$ cat config.mk
export PLATFORM = sky130hd
export DESIGN_NAME = gp_timer_counter
export DESIGN_NICKNAME = d
export VERILOG_FILES = /design/src/pkg/gp_timer_pkg.sv /design/src/core/gp_timer_counter.sv /design/src/core/pin_sync_edge.sv
export SDC_FILE = /design/constraint.sdc
export NUM_CORES = 1
export LEC_CHECK = 0
export BUFFER_PORTS_ARGS = -buffer_cell sky130_fd_sc_hd__buf_2
export CAP_MARGIN = 20
export CORE_ASPECT_RATIO = 1.25
export CORE_MARGIN = 4
export CORE_UTILIZATION = 25
export CTS_BUF_LIST = sky130_fd_sc_hd__clkbuf_4
export DETAILED_ROUTE_END_ITERATION = 16
export PLACE_DENSITY = 0.48
export SLEW_MARGIN = 20
export SYNTH_ARGS = -nofsm -noshare
export SYNTH_HDL_FRONTEND = slang
export SYNTH_SLANG_ARGS = --single-unit
$ cat constraint.sdc
create_clock -name clk -period 3 [get_ports clk]
set_input_delay 0.3 -clock clk [delete_from_list [all_inputs] [get_ports clk]]
set_output_delay 0.3 -clock clk [all_outputs]
set_load 0.005 [all_outputs]
$ cat src/pkg/gp_timer_pkg.sv
package gp_timer_pkg;

    // Register indices; byte address is four times the index
    localparam logic [11:0] IDX_COUNT = 12'h100;
    localparam logic [11:0] IDX_PERIOD = 12'h102;
    localparam logic [11:0] IDX_CONTROL = 12'h104;
    localparam logic [11:0] IDX_STATUS = 12'h108;
    localparam logic [11:0] IDX_MASK = 12'h109;

    // Control word field positions
    localparam int CTL_TIMER_ON = 15;
    localparam int CTL_IDLE_STOP = 13;
    localparam int CTL_GATE_ENABLE = 6;
    localparam int CTL_PRESCALE_HI = 5;
    localparam int CTL_PRESCALE_LO = 4;
    localparam int CTL_SYNC_SELECT = 2;
    localparam int CTL_CLOCK_SOURCE = 1;
    localparam logic [15:0] CTL_WRITE_MASK = 16'ha076;

    // Status and mask bit positions
    localparam int ST_MATCH = 0;
    localparam int ST_GATE_FALL = 1;
    localparam int ST_WIDTH = 2;

    // Values after reset
    localparam logic [15:0] RST_COUNT = 16'h0000;
    localparam logic [15:0] RST_PERIOD = 16'hffff;
    localparam logic [15:0] RST_CONTROL = 16'h0000;
    localparam logic [ST_WIDTH-1:0] RST_STATUS = 2'h0;
    localparam logic [ST_WIDTH-1:0] RST_MASK = 2'h0;

    // Prescale terminal counts for 1:1, 1:8, 1:64, 1:256
    localparam logic [7:0] PRE_DIV1 = 8'h00;
    localparam logic [7:0] PRE_DIV8 = 8'h07;
    localparam logic [7:0] PRE_DIV64 = 8'h3f;
    localparam logic [7:0] PRE_DIV256 = 8'hff;

    localparam logic [1:0] RESP_OKAY = 2'h0;
    localparam logic [1:0] RESP_SLVERR = 2'h2;

    typedef enum logic [2:0] {
        SEL_NONE,
        SEL_COUNT,
        SEL_PERIOD,
        SEL_CONTROL,
        SEL_STATUS,
        SEL_MASK
    } reg_sel_e;

endpackage

$ cat src/core/gp_timer_counter.sv
`timescale 1ns/100ps
// Functional notes
// - Internal mode counts cycles, wraps after period
// - Idle halts internal counting when idle-stop set
// - Counting resumes once Idle ends
// - Sync mode counts synchronised external rising edges
// - Sync mode obeys idle-stop during Idle
// - Async mode counts external rising edges, wraps
// - Async mode halts in Idle only if idle-stop
// - Interrupt on period match and gate fall
// - Gated mode counts cycles while gate high
// - Prescaler divides by 1, 8, 64, 256
// - Prescaler cleared by count write, timer-off, reset
// - Async external mode keeps counting in Sleep
module gp_timer_counter
    import gp_timer_pkg::*;
(
    // Clock and reset
    input wire logic clk,
    input wire logic srst,
    // CPU power state
    input wire logic cpuIdle,
    input wire logic cpuSleep,
    // External clock or gate pin
    input wire logic extClockGateInput,
    // AXI4-Lite write address
    input wire logic awvalid,
    output logic awready,
    input wire logic [31:0] awaddr,
    // AXI4-Lite write data
    input wire logic wvalid,
    output logic wready,
    input wire logic [31:0] wdata,
    input wire logic [3:0] wstrb,
    // AXI4-Lite write response
    output logic bvalid,
    input wire logic bready,
    output logic [1:0] bresp,
    // AXI4-Lite read address
    input wire logic arvalid,
    output logic arready,
    input wire logic [31:0] araddr,
    // AXI4-Lite read data
    output logic rvalid,
    input wire logic rready,
    output logic [31:0] rdata,
    output logic [1:0] rresp,
    // Interrupt
    output logic irq
);

    typedef struct packed {
        logic [15:0] countValue;
        logic [15:0] periodValue;
        logic [15:0] controlWord;
        logic [ST_WIDTH-1:0] status;
        logic [ST_WIDTH-1:0] mask;
        logic [7:0] prescaleCount;
        logic awHeld;
        logic [31:0] awAddr;
        logic wHeld;
        logic [31:0] wData;
        logic [3:0] wStrb;
        logic awReady;
        logic wReady;
        logic bValid;
        logic [1:0] bResp;
        logic arReady;
        logic rValid;
        logic [31:0] rData;
        logic [1:0] rResp;
        logic irq;
    } timer_s;

    timer_s state;
    timer_s next_state;

    logic extLevel;
    logic extRise;
    logic extFall;

    pin_sync_edge u_pin_sync (
        .clk(clk),
        .srst(srst),
        .pinIn(extClockGateInput),
        .level(extLevel),
        .rise(extRise),
        .fall(extFall)
    );

    function automatic reg_sel_e decodeAddr(input logic [31:0] addr);
        logic [29:0] idx;
        idx = addr[31:2];
        if (addr[1:0] != 2'h0) begin
            decodeAddr = SEL_NONE;
        end else if (idx == {18'h0, IDX_COUNT}) begin
            decodeAddr = SEL_COUNT;
        end else if (idx == {18'h0, IDX_PERIOD}) begin
            decodeAddr = SEL_PERIOD;
        end else if (idx == {18'h0, IDX_CONTROL}) begin
            decodeAddr = SEL_CONTROL;
        end else if (idx == {18'h0, IDX_STATUS}) begin
            decodeAddr = SEL_STATUS;
        end else if (idx == {18'h0, IDX_MASK}) begin
            decodeAddr = SEL_MASK;
        end else begin
            decodeAddr = SEL_NONE;
        end
    endfunction

    function automatic logic [15:0] mergeLanes(input logic [15:0] old, input logic [31:0] data,
                                               input logic [3:0] strb);
        mergeLanes = old;
        if (strb[0]) begin
            mergeLanes[7:0] = data[7:0];
        end
        if (strb[1]) begin
            mergeLanes[15:8] = data[15:8];
        end
    endfunction

    logic timerOn;
    logic idleStop;
    logic gateEnable;
    logic syncSelect;
    logic clockSource;
    logic [1:0] prescaleSelect;
    logic [7:0] prescaleLimit;
    logic asyncExternal;
    logic running;
    logic sourcePulse;
    logic countTick;
    logic periodMatch;
    logic gateFallEvent;
    logic doWrite;
    reg_sel_e writeSel;
    reg_sel_e readSel;
    logic [15:0] writeValue;
    logic [ST_WIDTH-1:0] clearBits;
    logic [15:0] readValue;

    always_comb begin
        next_state = state;
        timerOn = state.controlWord[CTL_TIMER_ON];
        idleStop = state.controlWord[CTL_IDLE_STOP];
        gateEnable = state.controlWord[CTL_GATE_ENABLE];
        syncSelect = state.controlWord[CTL_SYNC_SELECT];
        clockSource = state.controlWord[CTL_CLOCK_SOURCE];
        prescaleSelect = state.controlWord[CTL_PRESCALE_HI:CTL_PRESCALE_LO];
        asyncExternal = clockSource && !syncSelect;

        case (prescaleSelect)
            2'h0: prescaleLimit = PRE_DIV1;
            2'h1: prescaleLimit = PRE_DIV8;
            2'h2: prescaleLimit = PRE_DIV64;
            default: prescaleLimit = PRE_DIV256;
        endcase

        // Idle stalls only with idle-stop set; release of Idle resumes
        // Sleep stops core clocks, except for the async external source
        running = timerOn && !(cpuIdle && idleStop) && !(cpuSleep && !asyncExternal);

        if (clockSource) begin
            sourcePulse = extRise;
        end else if (gateEnable) begin
            sourcePulse = extLevel;
        end else begin
            sourcePulse = 1'b1;
        end

        countTick = 1'b0;
        if (!timerOn) begin
            next_state.prescaleCount = 8'h00;
        end else if (running && sourcePulse) begin
            if (state.prescaleCount >= prescaleLimit) begin
                next_state.prescaleCount = 8'h00;
                countTick = 1'b1;
            end else begin
                next_state.prescaleCount = state.prescaleCount + 8'h01;
            end
        end

        periodMatch = 1'b0;
        if (countTick) begin
            if (state.countValue == state.periodValue) begin
                next_state.countValue = 16'h0000;
                periodMatch = 1'b1;
            end else begin
                next_state.countValue = state.countValue + 16'h0001;
            end
        end

        gateFallEvent = timerOn && gateEnable && !clockSource && extFall;

        // Write channel: each half is held until both have arrived
        if (awvalid && state.awReady) begin
            next_state.awHeld = 1'b1;
            next_state.awAddr = awaddr;
            next_state.awReady = 1'b0;
        end
        if (wvalid && state.wReady) begin
            next_state.wHeld = 1'b1;
            next_state.wData = wdata;
            next_state.wStrb = wstrb;
            next_state.wReady = 1'b0;
        end
        doWrite = state.awHeld && state.wHeld && !state.bValid;
        writeSel = decodeAddr(state.awAddr);
        writeValue = 16'h0000;
        clearBits = '0;
        if (doWrite) begin
            next_state.awHeld = 1'b0;
            next_state.wHeld = 1'b0;
            next_state.bValid = 1'b1;
            next_state.bResp = (writeSel == SEL_NONE) ? RESP_SLVERR : RESP_OKAY;
            if (writeSel == SEL_COUNT) begin
                writeValue = mergeLanes(state.countValue, state.wData, state.wStrb);
                next_state.countValue = writeValue;
                next_state.prescaleCount = 8'h00;
            end else if (writeSel == SEL_PERIOD) begin
                writeValue = mergeLanes(state.periodValue, state.wData, state.wStrb);
                next_state.periodValue = writeValue;
            end else if (writeSel == SEL_CONTROL) begin
                // Control writes leave the count and prescaler alone
                writeValue = mergeLanes(state.controlWord, state.wData, state.wStrb);
                next_state.controlWord = writeValue & CTL_WRITE_MASK;
            end else if (writeSel == SEL_STATUS) begin
                clearBits = state.wStrb[0] ? state.wData[ST_WIDTH-1:0] : '0;
            end else if (writeSel == SEL_MASK) begin
                if (state.wStrb[0]) begin
                    next_state.mask = state.wData[ST_WIDTH-1:0];
                end
            end
        end
        if (state.bValid && bready) begin
            next_state.bValid = 1'b0;
            next_state.awReady = 1'b1;
            next_state.wReady = 1'b1;
        end

        // Sticky events win over a simultaneous write-one clear
        next_state.status = (state.status & ~clearBits)
            | {gateFallEvent, periodMatch};
        next_state.irq = |(next_state.status & next_state.mask);

        // Read channel
        readSel = decodeAddr(araddr);
        if (readSel == SEL_COUNT) begin
            readValue = state.countValue;
        end else if (readSel == SEL_PERIOD) begin
            readValue = state.periodValue;
        end else if (readSel == SEL_CONTROL) begin
            readValue = state.controlWord;
        end else if (readSel == SEL_STATUS) begin
            readValue = {14'h0, state.status};
        end else if (readSel == SEL_MASK) begin
            readValue = {14'h0, state.mask};
        end else begin
            readValue = 16'h0000;
        end
        if (arvalid && state.arReady) begin
            next_state.arReady = 1'b0;
            next_state.rValid = 1'b1;
            next_state.rData = {16'h0, readValue};
            next_state.rResp = (readSel == SEL_NONE) ? RESP_SLVERR : RESP_OKAY;
        end
        if (state.rValid && rready) begin
            next_state.rValid = 1'b0;
            next_state.arReady = 1'b1;
        end
    end

    always_ff @(posedge clk) begin
        if (srst) begin
            state <= '0;
            state.countValue <= RST_COUNT;
            state.periodValue <= RST_PERIOD;
            state.controlWord <= RST_CONTROL;
            state.status <= RST_STATUS;
            state.mask <= RST_MASK;
            state.awReady <= 1'b1;
            state.wReady <= 1'b1;
            state.arReady <= 1'b1;
        end else begin
            state <= next_state;
        end
    end

    assign awready = state.awReady;
    assign wready = state.wReady;
    assign bvalid = state.bValid;
    assign bresp = state.bResp;
    assign arready = state.arReady;
    assign rvalid = state.rValid;
    assign rdata = state.rData;
    assign rresp = state.rResp;
    assign irq = state.irq;

endmodule

$ cat src/core/pin_sync_edge.sv
`timescale 1ns/100ps
module pin_sync_edge
    import gp_timer_pkg::*;
(
    // Clock and reset
    input wire logic clk,
    input wire logic srst,
    // Pin
    input wire logic pinIn,
    // Synchronised level and edges
    output logic level,
    output logic rise,
    output logic fall
);

    typedef struct packed {
        logic meta;
        logic stable;
        logic prev;
        logic rise;
        logic fall;
    } sync_s;

    sync_s state;
    sync_s next_state;

    always_comb begin
        next_state = state;
        // First stage is read only by the second stage
        next_state.meta = pinIn;
        next_state.stable = state.meta;
        next_state.prev = state.stable;
        next_state.rise = state.stable && !state.prev;
        next_state.fall = !state.stable && state.prev;
    end

    always_ff @(posedge clk) begin
        if (srst) begin
            state <= '0;
        end else begin
            state <= next_state;
        end
    end

    assign level = state.prev;
    assign rise = state.rise;
    assign fall = state.fall;

endmodule

== After elaboration in Yosys (flattened, before gate mapping) ==
Cells that the tools add are included.
Operators by class
  add/subtract/negate cells: 2
  $lt $le $gt $ge: 1
  equality and inequality tests: 25
  mux-type cells: 59
  bitwise logic cells: 6
  reductions and logical operators: 39
Operators with widths (count)
  $eq 30x9->1 const B: 10
  $mux 16: 9
  $mux 8: 9
  $mux 48: 1
  $mux 3: 12
  $mux 33: 1
  $mux 2: 16
  $mux 32: 1
  $pmux 8 s3: 1
  $logic_and 1x1->1: 18
  $add 16x1->16 const B: 1
  $eq 16x16->1: 1
  $eq 3x2->1 const B: 4
  $eq 3x3->1 const B: 4
  $mux 11: 1
  $reduce_and 5->1: 2
  $add 8x1->8 const B: 1
  $ge 8x8->1: 1
  $logic_not 1->1: 8
  $reduce_and 4->1: 2
  $reduce_or 2->1: 4
  $mux 1: 7
  $mux 7: 1
  $eq 3x1->1 const B: 2
  10 further kinds: 15
Storage, ports and cells
  register bits: 134
  bits of input ports: 110
  output and inout bits: 42
  logic and storage cells: 160

== Longest topological paths before layout ==
Gate-level depths: netlist of the first run.
  depth in word-level cells: 18
  mapped depth: 11
  mapped depth without buffers: 10

== By module ==
A second synthesis of the first run with hierarchy kept.
Unflattened totals
  cells, all modules: 781
  area, all modules: 6507.5 um^2
By module, submodules not included
  gp_timer_counter: instances 1, cells each 771, area each 6373.6 um^2, sequential area each 2542.4 um^2
  pin_sync_edge: instances 1, cells each 10, area each 133.9 um^2, sequential area each 100.1 um^2

== Worst setup path after synthesis of the first run ==
OpenSTA, ideal clock, no wires.
  path type: register to register
  start point: register state, in the netlist prescaleSelect[0]
  end point: register state[114] (netlist bit)
  setup time: 64 ps
  arrival time: 2476 ps
  required time: 2936 ps
  path slack: 460 ps
  cell stages (with the launch flop): 10
  path buffers: 1
  clock period less this slack: 2540 ps
  path through: dfxtp_1 or2_2 ha_1 nand2b_1 a211o_1 a2111o_1 and2_1 or3_1 clkbuf_1 nor2_1
Between the ends
  longest elaborated chain between the ends: 8
  elaborated cells on any way between the ends: 10
  classes of those cells: 1 x order compare; 2 x eq/ne; 6 x mux; 1 x reduce/logical
Ends and longest elaborated chain
  start: declaration: RTL line gp_timer_counter.sv:75  | timer_s state;
  start signal: assignment: RTL line gp_timer_counter.sv:285  | state <= next_state;
  $eq 2x2->1 (tied with other cells): RTL line gp_timer_counter.sv:152  | case (prescaleSelect)
  $pmux 8 s3 (*): RTL line gp_timer_counter.sv:152
  $ge 8x8->1 (*): RTL line gp_timer_counter.sv:175  | if (state.prescaleCount >= prescaleLimit) begin
  $mux 8 (*): RTL line gp_timer_counter.sv:175
  $mux 8 (*): RTL line gp_timer_counter.sv:174  | end else if (running && sourcePulse) begin
  $mux 8 (*): RTL line gp_timer_counter.sv:172  | if (!timerOn) begin
  $mux 8: RTL line gp_timer_counter.sv:216  | if (writeSel == SEL_COUNT) begin
  $mux 11 (*): RTL line gp_timer_counter.sv:211  | if (doWrite) begin
Mark *: on every way between the ends. The rest lies on a longest branch, timed or not.
A chain may end at the register's enable or synchronous reset.

== Worst setup path after layout of the first run ==
  start point: register state, in the netlist prescaleSelect[0]
  end point: register state[169] (netlist bit)
Between the ends
  longest elaborated chain between the ends: 9
  elaborated cells on any way between the ends: 11
  classes of those cells: 1 x order compare; 2 x eq/ne; 7 x mux; 1 x reduce/logical
Ends and longest elaborated chain
  $eq 2x2->1 (tied with other cells): RTL line gp_timer_counter.sv:152
  $pmux 8 s3 (*): RTL line gp_timer_counter.sv:152
  $ge 8x8->1 (*): RTL line gp_timer_counter.sv:175
  $mux 1 (*): RTL line gp_timer_counter.sv:175
  $mux 1 (*): RTL line gp_timer_counter.sv:174
  $mux 1 (*): RTL line gp_timer_counter.sv:172
  $mux 16 (*): RTL line gp_timer_counter.sv:184  | if (countTick) begin
  $mux 16: RTL line gp_timer_counter.sv:216
  $mux 48 (*): RTL line gp_timer_counter.sv:211
Marked as above.

==> results of run 1 <==
==> area by class of cell <==
| type | count | area, um2 | share of cell area [%] |
|---|---|---|---|
| Antenna cell | 1 | 2.50 | 0.0317 |
| Inverter | 11 | 41.3 | 0.523 |
| Tap cell | 330 | 413 | 5.23 |
| Clock buffer | 20 | 150 | 1.90 |
| Clock inverter | 11 | 113 | 1.43 |
| Timing Repair Buffer | 184 | 1240 | 15.8 |
| Multi-Input combinational cell | 565 | 3290 | 41.7 |
| Sequential cell | 132 | 2640 | 33.5 |
==> stage by stage <==
stage | total power [uW] | setup slack [ns] | hold slack (ns) | cells
final | 3360 | 0.194 | 0.0642 | 1254
after global routing | 3550 | 0.0388 | 0.0230 | 1254
after CTS | 3420 | 0.181 | 0.0121 | 1253
after detailed placement | 2190 | 0.221 | 0.404 | 1168
after global placement | 2190 | 0.273 | 0.402 | 1168
after floorplan | 2080 | 0.460 | 0.388 | 786
==> layout by cell type, fill, tap and decap left out, drive strengths merged, types with 6 or more instances in the layout <==
| master | synthesis | routed |
|---|---|---|
| and3 | 11 | 11 |
| a211o | 10 | 10 |
| clkbuf | 33 | 20 |
| dfxtp | 132 | 132 |
| nand2 | 134 | 134 |
| xnor2 | 17 | 17 |
| nand4 | 15 | 15 |
| nor4 | 16 | 16 |
| nor2b | 16 | 16 |
| ha | 10 | 10 |
| nor3 | 22 | 22 |
| and2 | 6 | 6 |
| nand3b | 10 | 10 |
| inv | 11 | 11 |
| a221o | 7 | 7 |
| o21ai | 28 | 28 |
| dlygate4sd3 | 0 | 54 |
| conb | 1 | 18 |
| nand3 | 16 | 16 |
| a221oi | 10 | 10 |
| clkinv | 0 | 6 |
| mux2i | 18 | 18 |
| xor2 | 7 | 7 |
| a21oi | 70 | 70 |
| nor2 | 62 | 62 |
| buf | 45 | 130 |
| a211oi | 6 | 6 |
==> cells by family after synthesis <==
kind of cell    share of synthesized area [%]
buf+inv                                  7.51
fa+ha+maj                                1.97
compound gates                           15.7
simple gates                             26.4
mux                                      3.37
flops                                    41.7
other cells                            0.0591
xor+xnor                                 3.31
==> registers in the layout, indices dropped and copies added (netlist names), 2 cells and up <==
signal and flops:
u_pin_sync.next_state 2, prescaleSelect 2, state 98, rdata 16
==> worst register-to-register path, cell delays in order (launching register included) <==
cell and delay (ns):
dfxtp_1 0.35, or2_2 0.31, ha_1 0.28, nand2b_1 0.14, a211o_1 0.30, a2111o_1 0.46
and3_1 0.31, a21o_1 0.35, nor3_1 0.21
==> metal layers <==
metal / part of all wire [%] / wire (um) / vias to the layer above
met5: 0 / 0 / -
met4: 1.1 / 197 / 0
met3: 4.5 / 817 / 12
met2: 48 / 8720 / 140
met1: 47 / 8600 / 2610
li1: - / - / 2949
==> worst max-delay path by stage <==
stage                     depth (start not counted)                 endpoint
after detailed placement                          8  state[169]$_SDFFE_PP0P_
final                                             8  state[169]$_SDFFE_PP0P_
after CTS                                         8  state[169]$_SDFFE_PP0P_
after floorplan                                   9    state[114]$_SDFF_PP0_
after global placement                            8  state[158]$_SDFFE_PP0P_
after global routing                              8  state[169]$_SDFFE_PP0P_
==> power by group through the flow <==
stage	sequential [uW]	clock, uW	combinational (uW)
after floorplan	1880	0	197
after CTS	1850	1220	351
after detailed placement	1890	0	297
final	1850	1160	346
after global routing	1860	1290	395
after global placement	1890	0	295
==> metrics.md, run 1 <==
| Metric | Value |
|---|---|
| Slew Limit Fails | 0 |
| Setup violators final | 0 |
| Synthesized area per cell | 8.25 um2 |
| Most Crowded Layer GR | met2 |
| Post-cts resize count | 0 |
| Fillers | 2,669 |
| Class of the worst hold path | in2reg |
| Routed via count | 5,711 |
| DRT iter0 DRCs | 258 |
| Comb pwr share | 10.3% |
| Final core utilization | 31.9% |
| Die Y | 186 um |
| Max Clock Freq | 356 MHz |
| Total global routing overflow | 0 |
| Slowest stage delay, CP | 0.46 ns |
| Pwr dens | 425 nW/um2 |
| # Post-CTS Setup Buffers | 0 |
| LEAKAGE | 0.00304 uW |
| Warnings from Yosys | 0 |
| R2r setup slk | 0.19 ns |
| DR DRC count | 0 |
| Maxcap violations | 0 |
| Hold path start | bready |
| CTS tree | done |
| Cell Area, Placed | 7090 um2 |
| Area contributors post-synth | dfxtp_1 42%, nand2_1 7.9%, a21oi_1 5.5% |
| Largest net degree at the start of global routing | 67 |
| Drt pass-1 iters | 4 |
| Grt met2 use | 22.4% |
| Fin. Hold Viols | 0 |
| Asr flop ratio synth | 0% |
| Sw Ratio | 26.0% |
| Commonest register cell after synthesis | dfxtp_1 |
| First-pass GRT wire length | 29,700 um |
| Int Power | 2480 uW |
| Fin nets | 1,031 |
| Max IR drop VDD | 0.191 mV |
| Clk sinks | 132 |
| CP Cell Sequence | or2_2 > ha_1 > nand2b_1 > a211o_1 > a2111o_1 > and3_1 > a21o_1 > nor3_1 |
| CP endpoint kind | flip-flop |
| Top cell type by total area after synthesis | dfxtp_1 |
| H-tree levels | 4 |
| Post-CTS Hold Buffers | 54 |
| Clock share of power | 34.5% |
| Crit path DAT | 3.25 ns |
| Hold path depth | 3 |
| NetSw | 873 uW |
| Share of cells above drive strength 1 | 19.1% |
| Status | completed |
| CP startpoint kind | flip-flop |
| Most frequent cells after synthesis | 133 x nand2_1, 132 x dfxtp_1, 70 x a21oi_1 |
| Top Ports | 152 |
| Vias in the first global route | 5,615 |
| Initial antenna violation count | 1 |
| FF-to-FF Start | prescaleSelect[0]$_SDFFE_PP0P_ |
| CP max stage cell | a2111o_1 |
| Sequential-to-total area share from yosys stat | 41.7% |
| Global-route met1 utilization | 17.6% |
| Setup Skew | 0.0250 ns |
| Yosys reg bits | 132 |
| Clock Latency Late Sink | 0.53 ns |
| Starting Density | 25.6% |
| Final instance area | 7900 um2 |
| GPL Wtd Cong | 0.778 |
| Setup CP Type | reg2reg |
| Crit Path Max Fanout | 12 |
| Port bufs | 115 |
| Tmin final | 2.81 ns |
| Number of enable flip-flop cells after synthesis | 0 |
| Setup_tns | 0 ns |
| Post-DP HPWL | 13,600 um |
| Crit path buffers/inverters | 0 |
| Top-area cell type share of the netlist area | 41.7% |
| Sequential group share of total power | 55.2% |
| Reg2reg end | state[169]$_SDFFE_PP0P_ |
| Via-to-Cell Ratio | 4.55 |
| Rows | 64 |
| Synth cell types | 56 |
| CP top delay family | compound AO/OA/AOI/OAI gates |
| Area delta synth->final | 24.5% |
| Cell Area, Synth | 6340 um2 |
| CTS Buffer Depth | 2 |
| Reg2Reg Depth | 8 |
| Antenna Nets Post-Route | 0 |
| TritonCTS buffer count | 17 |
| Worst slew pin tran | 0.720 ns |
| Total routed wirelength | 18,300 um |
| WL per Instance | 14.6 um |
| Post-Syn Instances | 769 |
| Chip width | 150 um |
| RSZ-0062 raised after global routing | no |
| Root Driver | clkbuf_4 |
| Fin crit share | 93.5% |
| Hold path endpoint | bvalid$_SDFFE_PP0P_ |
| Top-count cell post-synth | nand2_1 |
| CP startpoint | prescaleSelect[0]$_SDFFE_PP0P_ |
| Met3 Use GR | 2.51% |
| Core area | 24,700 um2 |
| Area of the die | 28,000 um2 |
| Slew margin rel. | 52.0% |
| Global Route Usage Sum | 13.4% |
| Worst-path clk slew | 0.12 ns |
| CP required | 3.45 ns |
(Power assumes the default switching activity.)
==> run 2, diff against run 1 <==
--- a/config.mk
+++ b/config.mk
@@ -9,10 +9,10 @@
 export CAP_MARGIN = 20
 export CORE_ASPECT_RATIO = 1.25
 export CORE_MARGIN = 4
-export CORE_UTILIZATION = 25
+export CORE_UTILIZATION = 55
 export CTS_BUF_LIST = sky130_fd_sc_hd__clkbuf_4
 export DETAILED_ROUTE_END_ITERATION = 16
-export PLACE_DENSITY = 0.48
+export PLACE_DENSITY = 0.82
 export SLEW_MARGIN = 20
 export SYNTH_ARGS = -nofsm -noshare
 export SYNTH_HDL_FRONTEND = slang
==> constraint.sdc (replaced) <==
create_clock -name clk -period 3 [get_ports clk]
set_input_delay 0.6 -clock clk [delete_from_list [all_inputs] [get_ports clk]]
set_output_delay 0.6 -clock clk [all_outputs]
set_load 0.005 [all_outputs]
==> metrics.md, run 2 (same netlist as run 1, synthesis figures left out) <==
| Metric | Value |
|---|---|
| NetSw | 852 uW (-2.3%) |
| Fillers | 994 (-63%) |
| Max reg flops | 98 (unchanged) |
| Rows | 43 (-33%) |
| DRT iter0 DRCs | 462 (+79%) |
| Clk sinks | 132 (unchanged) |
| Routed via count | 5,651 (-1.1%) |
| Minimum hold slack | 0.262 ns (+0.198 ns) |
| CTS Buffer Depth | 2 (unchanged) |
| Sw Ratio | 26.1% (+0.10 points) |
| Comb pwr share | 8.6% (-1.7 points) |
| Setup Skew | 0.0121 ns (-0.0129 ns) |
| Clock Latency Late Sink | 0.53 ns (about the same) |
| Via-to-Cell Ratio | 5.63 (+24%) |
| Sequential group share of total power | 56.7% (+1.5 points) |
| Hold path endpoint | awready$_SDFFE_PP1P_ |
| Most frequent cells in the layout | 133 x nand2_1, 132 x dfxtp_1, 114 x buf_2 |
| Die Y | 128 um (-31%) |
| Tot Pwr | 3260 uW (-2.7%) |
| Post-cts resize count | 0 (unchanged) |
| Tmin final | 2.76 ns (-0.0450 ns) |
| Starting Density | 56.7% (+31 points) |
| Area of the die | 13,300 um2 (-52%) |
| Fin nets | 975 (-5.4%) |
| Setup_tns | 0 ns (unchanged) |
| Sequential Area | 2640 um2 (unchanged) |
| Post-CTS Hold Buffers | 0 (-100%) |
| Slew Limit Fails | 0 (unchanged) |
| Chip width | 104 um (-31%) |
| Area delta synth->final | 11.9% |
| CP required | 3.45 ns (about the same) |
| GPL Wtd Cong | 0.903 (+16%) |
| Class of the worst hold path | in2reg |
| FF-to-FF Start | prescaleSelect[1]$_SDFFE_PP0P_ |
| Worst-path clk slew | 0.11 ns (about the same) |
| Largest register by flop count | state |
| First-pass GRT wire length | 25,200 um (-15%) |
| # Post-CTS Setup Buffers | 0 (unchanged) |
| Fin crit share | 92.0% (-1.5 points) |
| Root Driver | clkbuf_4 |
| Antenna cell count | 0 (-1) |
| Clock share of power | 34.6% (about the same) |
| Hold path start | awvalid |
| Global Route Usage Sum | 22.9% (+9.5 points) |
| Fin. Hold Viols | 0 (unchanged) |
| Crit Path Max Fanout | 12 (unchanged) |
| Hold path depth | 2 (-1) |
| Reg2Reg Depth | 8 (unchanged) |
| Post-DP HPWL | 11,400 um (-16%) |
| Multi-input logic area | 3290 um2 (about the same) |
| Total global routing overflow | 0 (unchanged) |
| Port bufs | 115 (unchanged) |
| LEAKAGE | 0.00281 uW (-7.7%) |
| Share of cells above drive strength 1 | 20.2% (+1.1 points) |
| Core area | 11,200 um2 (-55%) |
| Commonest non-fill, non-tap cell in the layout | nand2_1 |
| Reg2reg end | state[158]$_SDFFE_PP0P_ |
| Initial antenna violation count | 0 (-1) |
| Worst slew pin tran | 0.953 ns (+0.233 ns) |
| CTS tree | done |
| Setup violators final | 0 (unchanged) |
| Top Ports | 152 (unchanged) |
| H-tree levels | 4 (unchanged) |
| R2r setup slk | 0.24 ns (+0.04 ns) |
| Antenna Nets Post-Route | 0 (unchanged) |
| Largest net degree at the start of global routing | 64 (-4.5%) |
| TritonCTS buffer count | 17 (unchanged) |
| DR DRC count | 0 (unchanged) |
| Vias in the first global route | 5,330 (-5.1%) |
| CP endpoint kind | flip-flop |
| Max Clock Freq | 362 MHz (+1.6%) |
| RSZ-0062 raised after global routing | no |
| Setup CP Type | reg2reg |
| CP startpoint kind | flip-flop |
| Max IR drop VDD | 0.290 mV (+52%) |
| Status | completed |
| WL per Instance | 15.2 um (+3.7%) |
| Pwr dens | 460 nW/um2 (+8.2%) |
| DP Cell Count | 971 (-17%) |
| Int Power | 2410 uW (-2.9%) |
| Slew margin rel. | 36.3% (-16 points) |
| Maxcap violations | 0 (unchanged) |
| Crit path DAT | 3.21 ns (-0.04 ns) |
| Drt pass-1 iters | 7 (+3) |
| Finished Layout Cells | 1,003 (-20%) |
| Total routed wirelength | 15,200 um (-17%) |
[run 2: cell types whose count changed in the layout (fill, tap and decap cells not counted), sizes merged]
cell         change
clkinv           +4
buf              -2
dlygate4sd3     -54
clkbuf           -3
diode            -1
[run 2: routing by layer]
metal / GRT usage, % / routed length (um) / vias to the layer above
li1: - / - / 2833
met1: 27.9 / 6490 / 2572
met2: 38.5 / 7320 / 203
met3: 5.74 / 933 / 43
met4: 10.1 / 453 / 0
met5: 0 / 0 / -
[run 2: layout make-up]
class / count / share of cell area (%)
clock buffer: 17 / 1.80
timing repair buffer: 128 / 9.70
inverter: 11 / 0.582
sequential: 132 / 37.2
clock inverter: 15 / 1.99
tap: 135 / 2.38
multi-input combinational: 565 / 46.3
[run 2: worst max-delay path: stages (launching register included)]
cell and delay [ns]:
dfxtp_1 0.37, or2_2 0.30, ha_1 0.27, nand2b_1 0.14, a211o_1 0.30, a2111o_1 0.45
and3_1 0.30, a21o_1 0.34, nor3_1 0.21
[run 2: worst max-delay path by stage]
stage / start / to / slack [ns] / cells after the start
floorplan: prescaleSelect[0]$_SDFFE_PP0P_ / state[114]$_SDFF_PP0_ / 0.46 / 9
global placement: prescaleSelect[1]$_SDFFE_PP0P_ / state[169]$_SDFFE_PP0P_ / 0.34 / 8
detailed placement: prescaleSelect[1]$_SDFFE_PP0P_ / state[169]$_SDFFE_PP0P_ / 0.31 / 8
CTS: prescaleSelect[0]$_SDFFE_PP0P_ / state[169]$_SDFFE_PP0P_ / 0.28 / 8
global route: prescaleSelect[1]$_SDFFE_PP0P_ / state[158]$_SDFFE_PP0P_ / 0.08 / 8
finish: prescaleSelect[1]$_SDFFE_PP0P_ / state[158]$_SDFFE_PP0P_ / 0.24 / 8
[run 2: through the flow]
stage          utilization (%)  cell area, um2  setup slack, ns
2_1_floorplan                -            6410            0.460
3_3_place_gp              61.0            6830            0.344
3_5_place_dp              61.0            6830            0.311
4_1_cts                   63.4            7100            0.276
5_1_grt                   63.4            7100           0.0823
6_report                  63.4            7100            0.239
[run 2: power groups by stage]
stage	registers (uW)	logic (uW)	clock network (uW)
after global routing	1860	318	1220
after detailed placement	1890	280	0
after floorplan	1880	197	0
after global placement	1890	275	0
after CTS	1850	281	1150
final	1850	281	1130
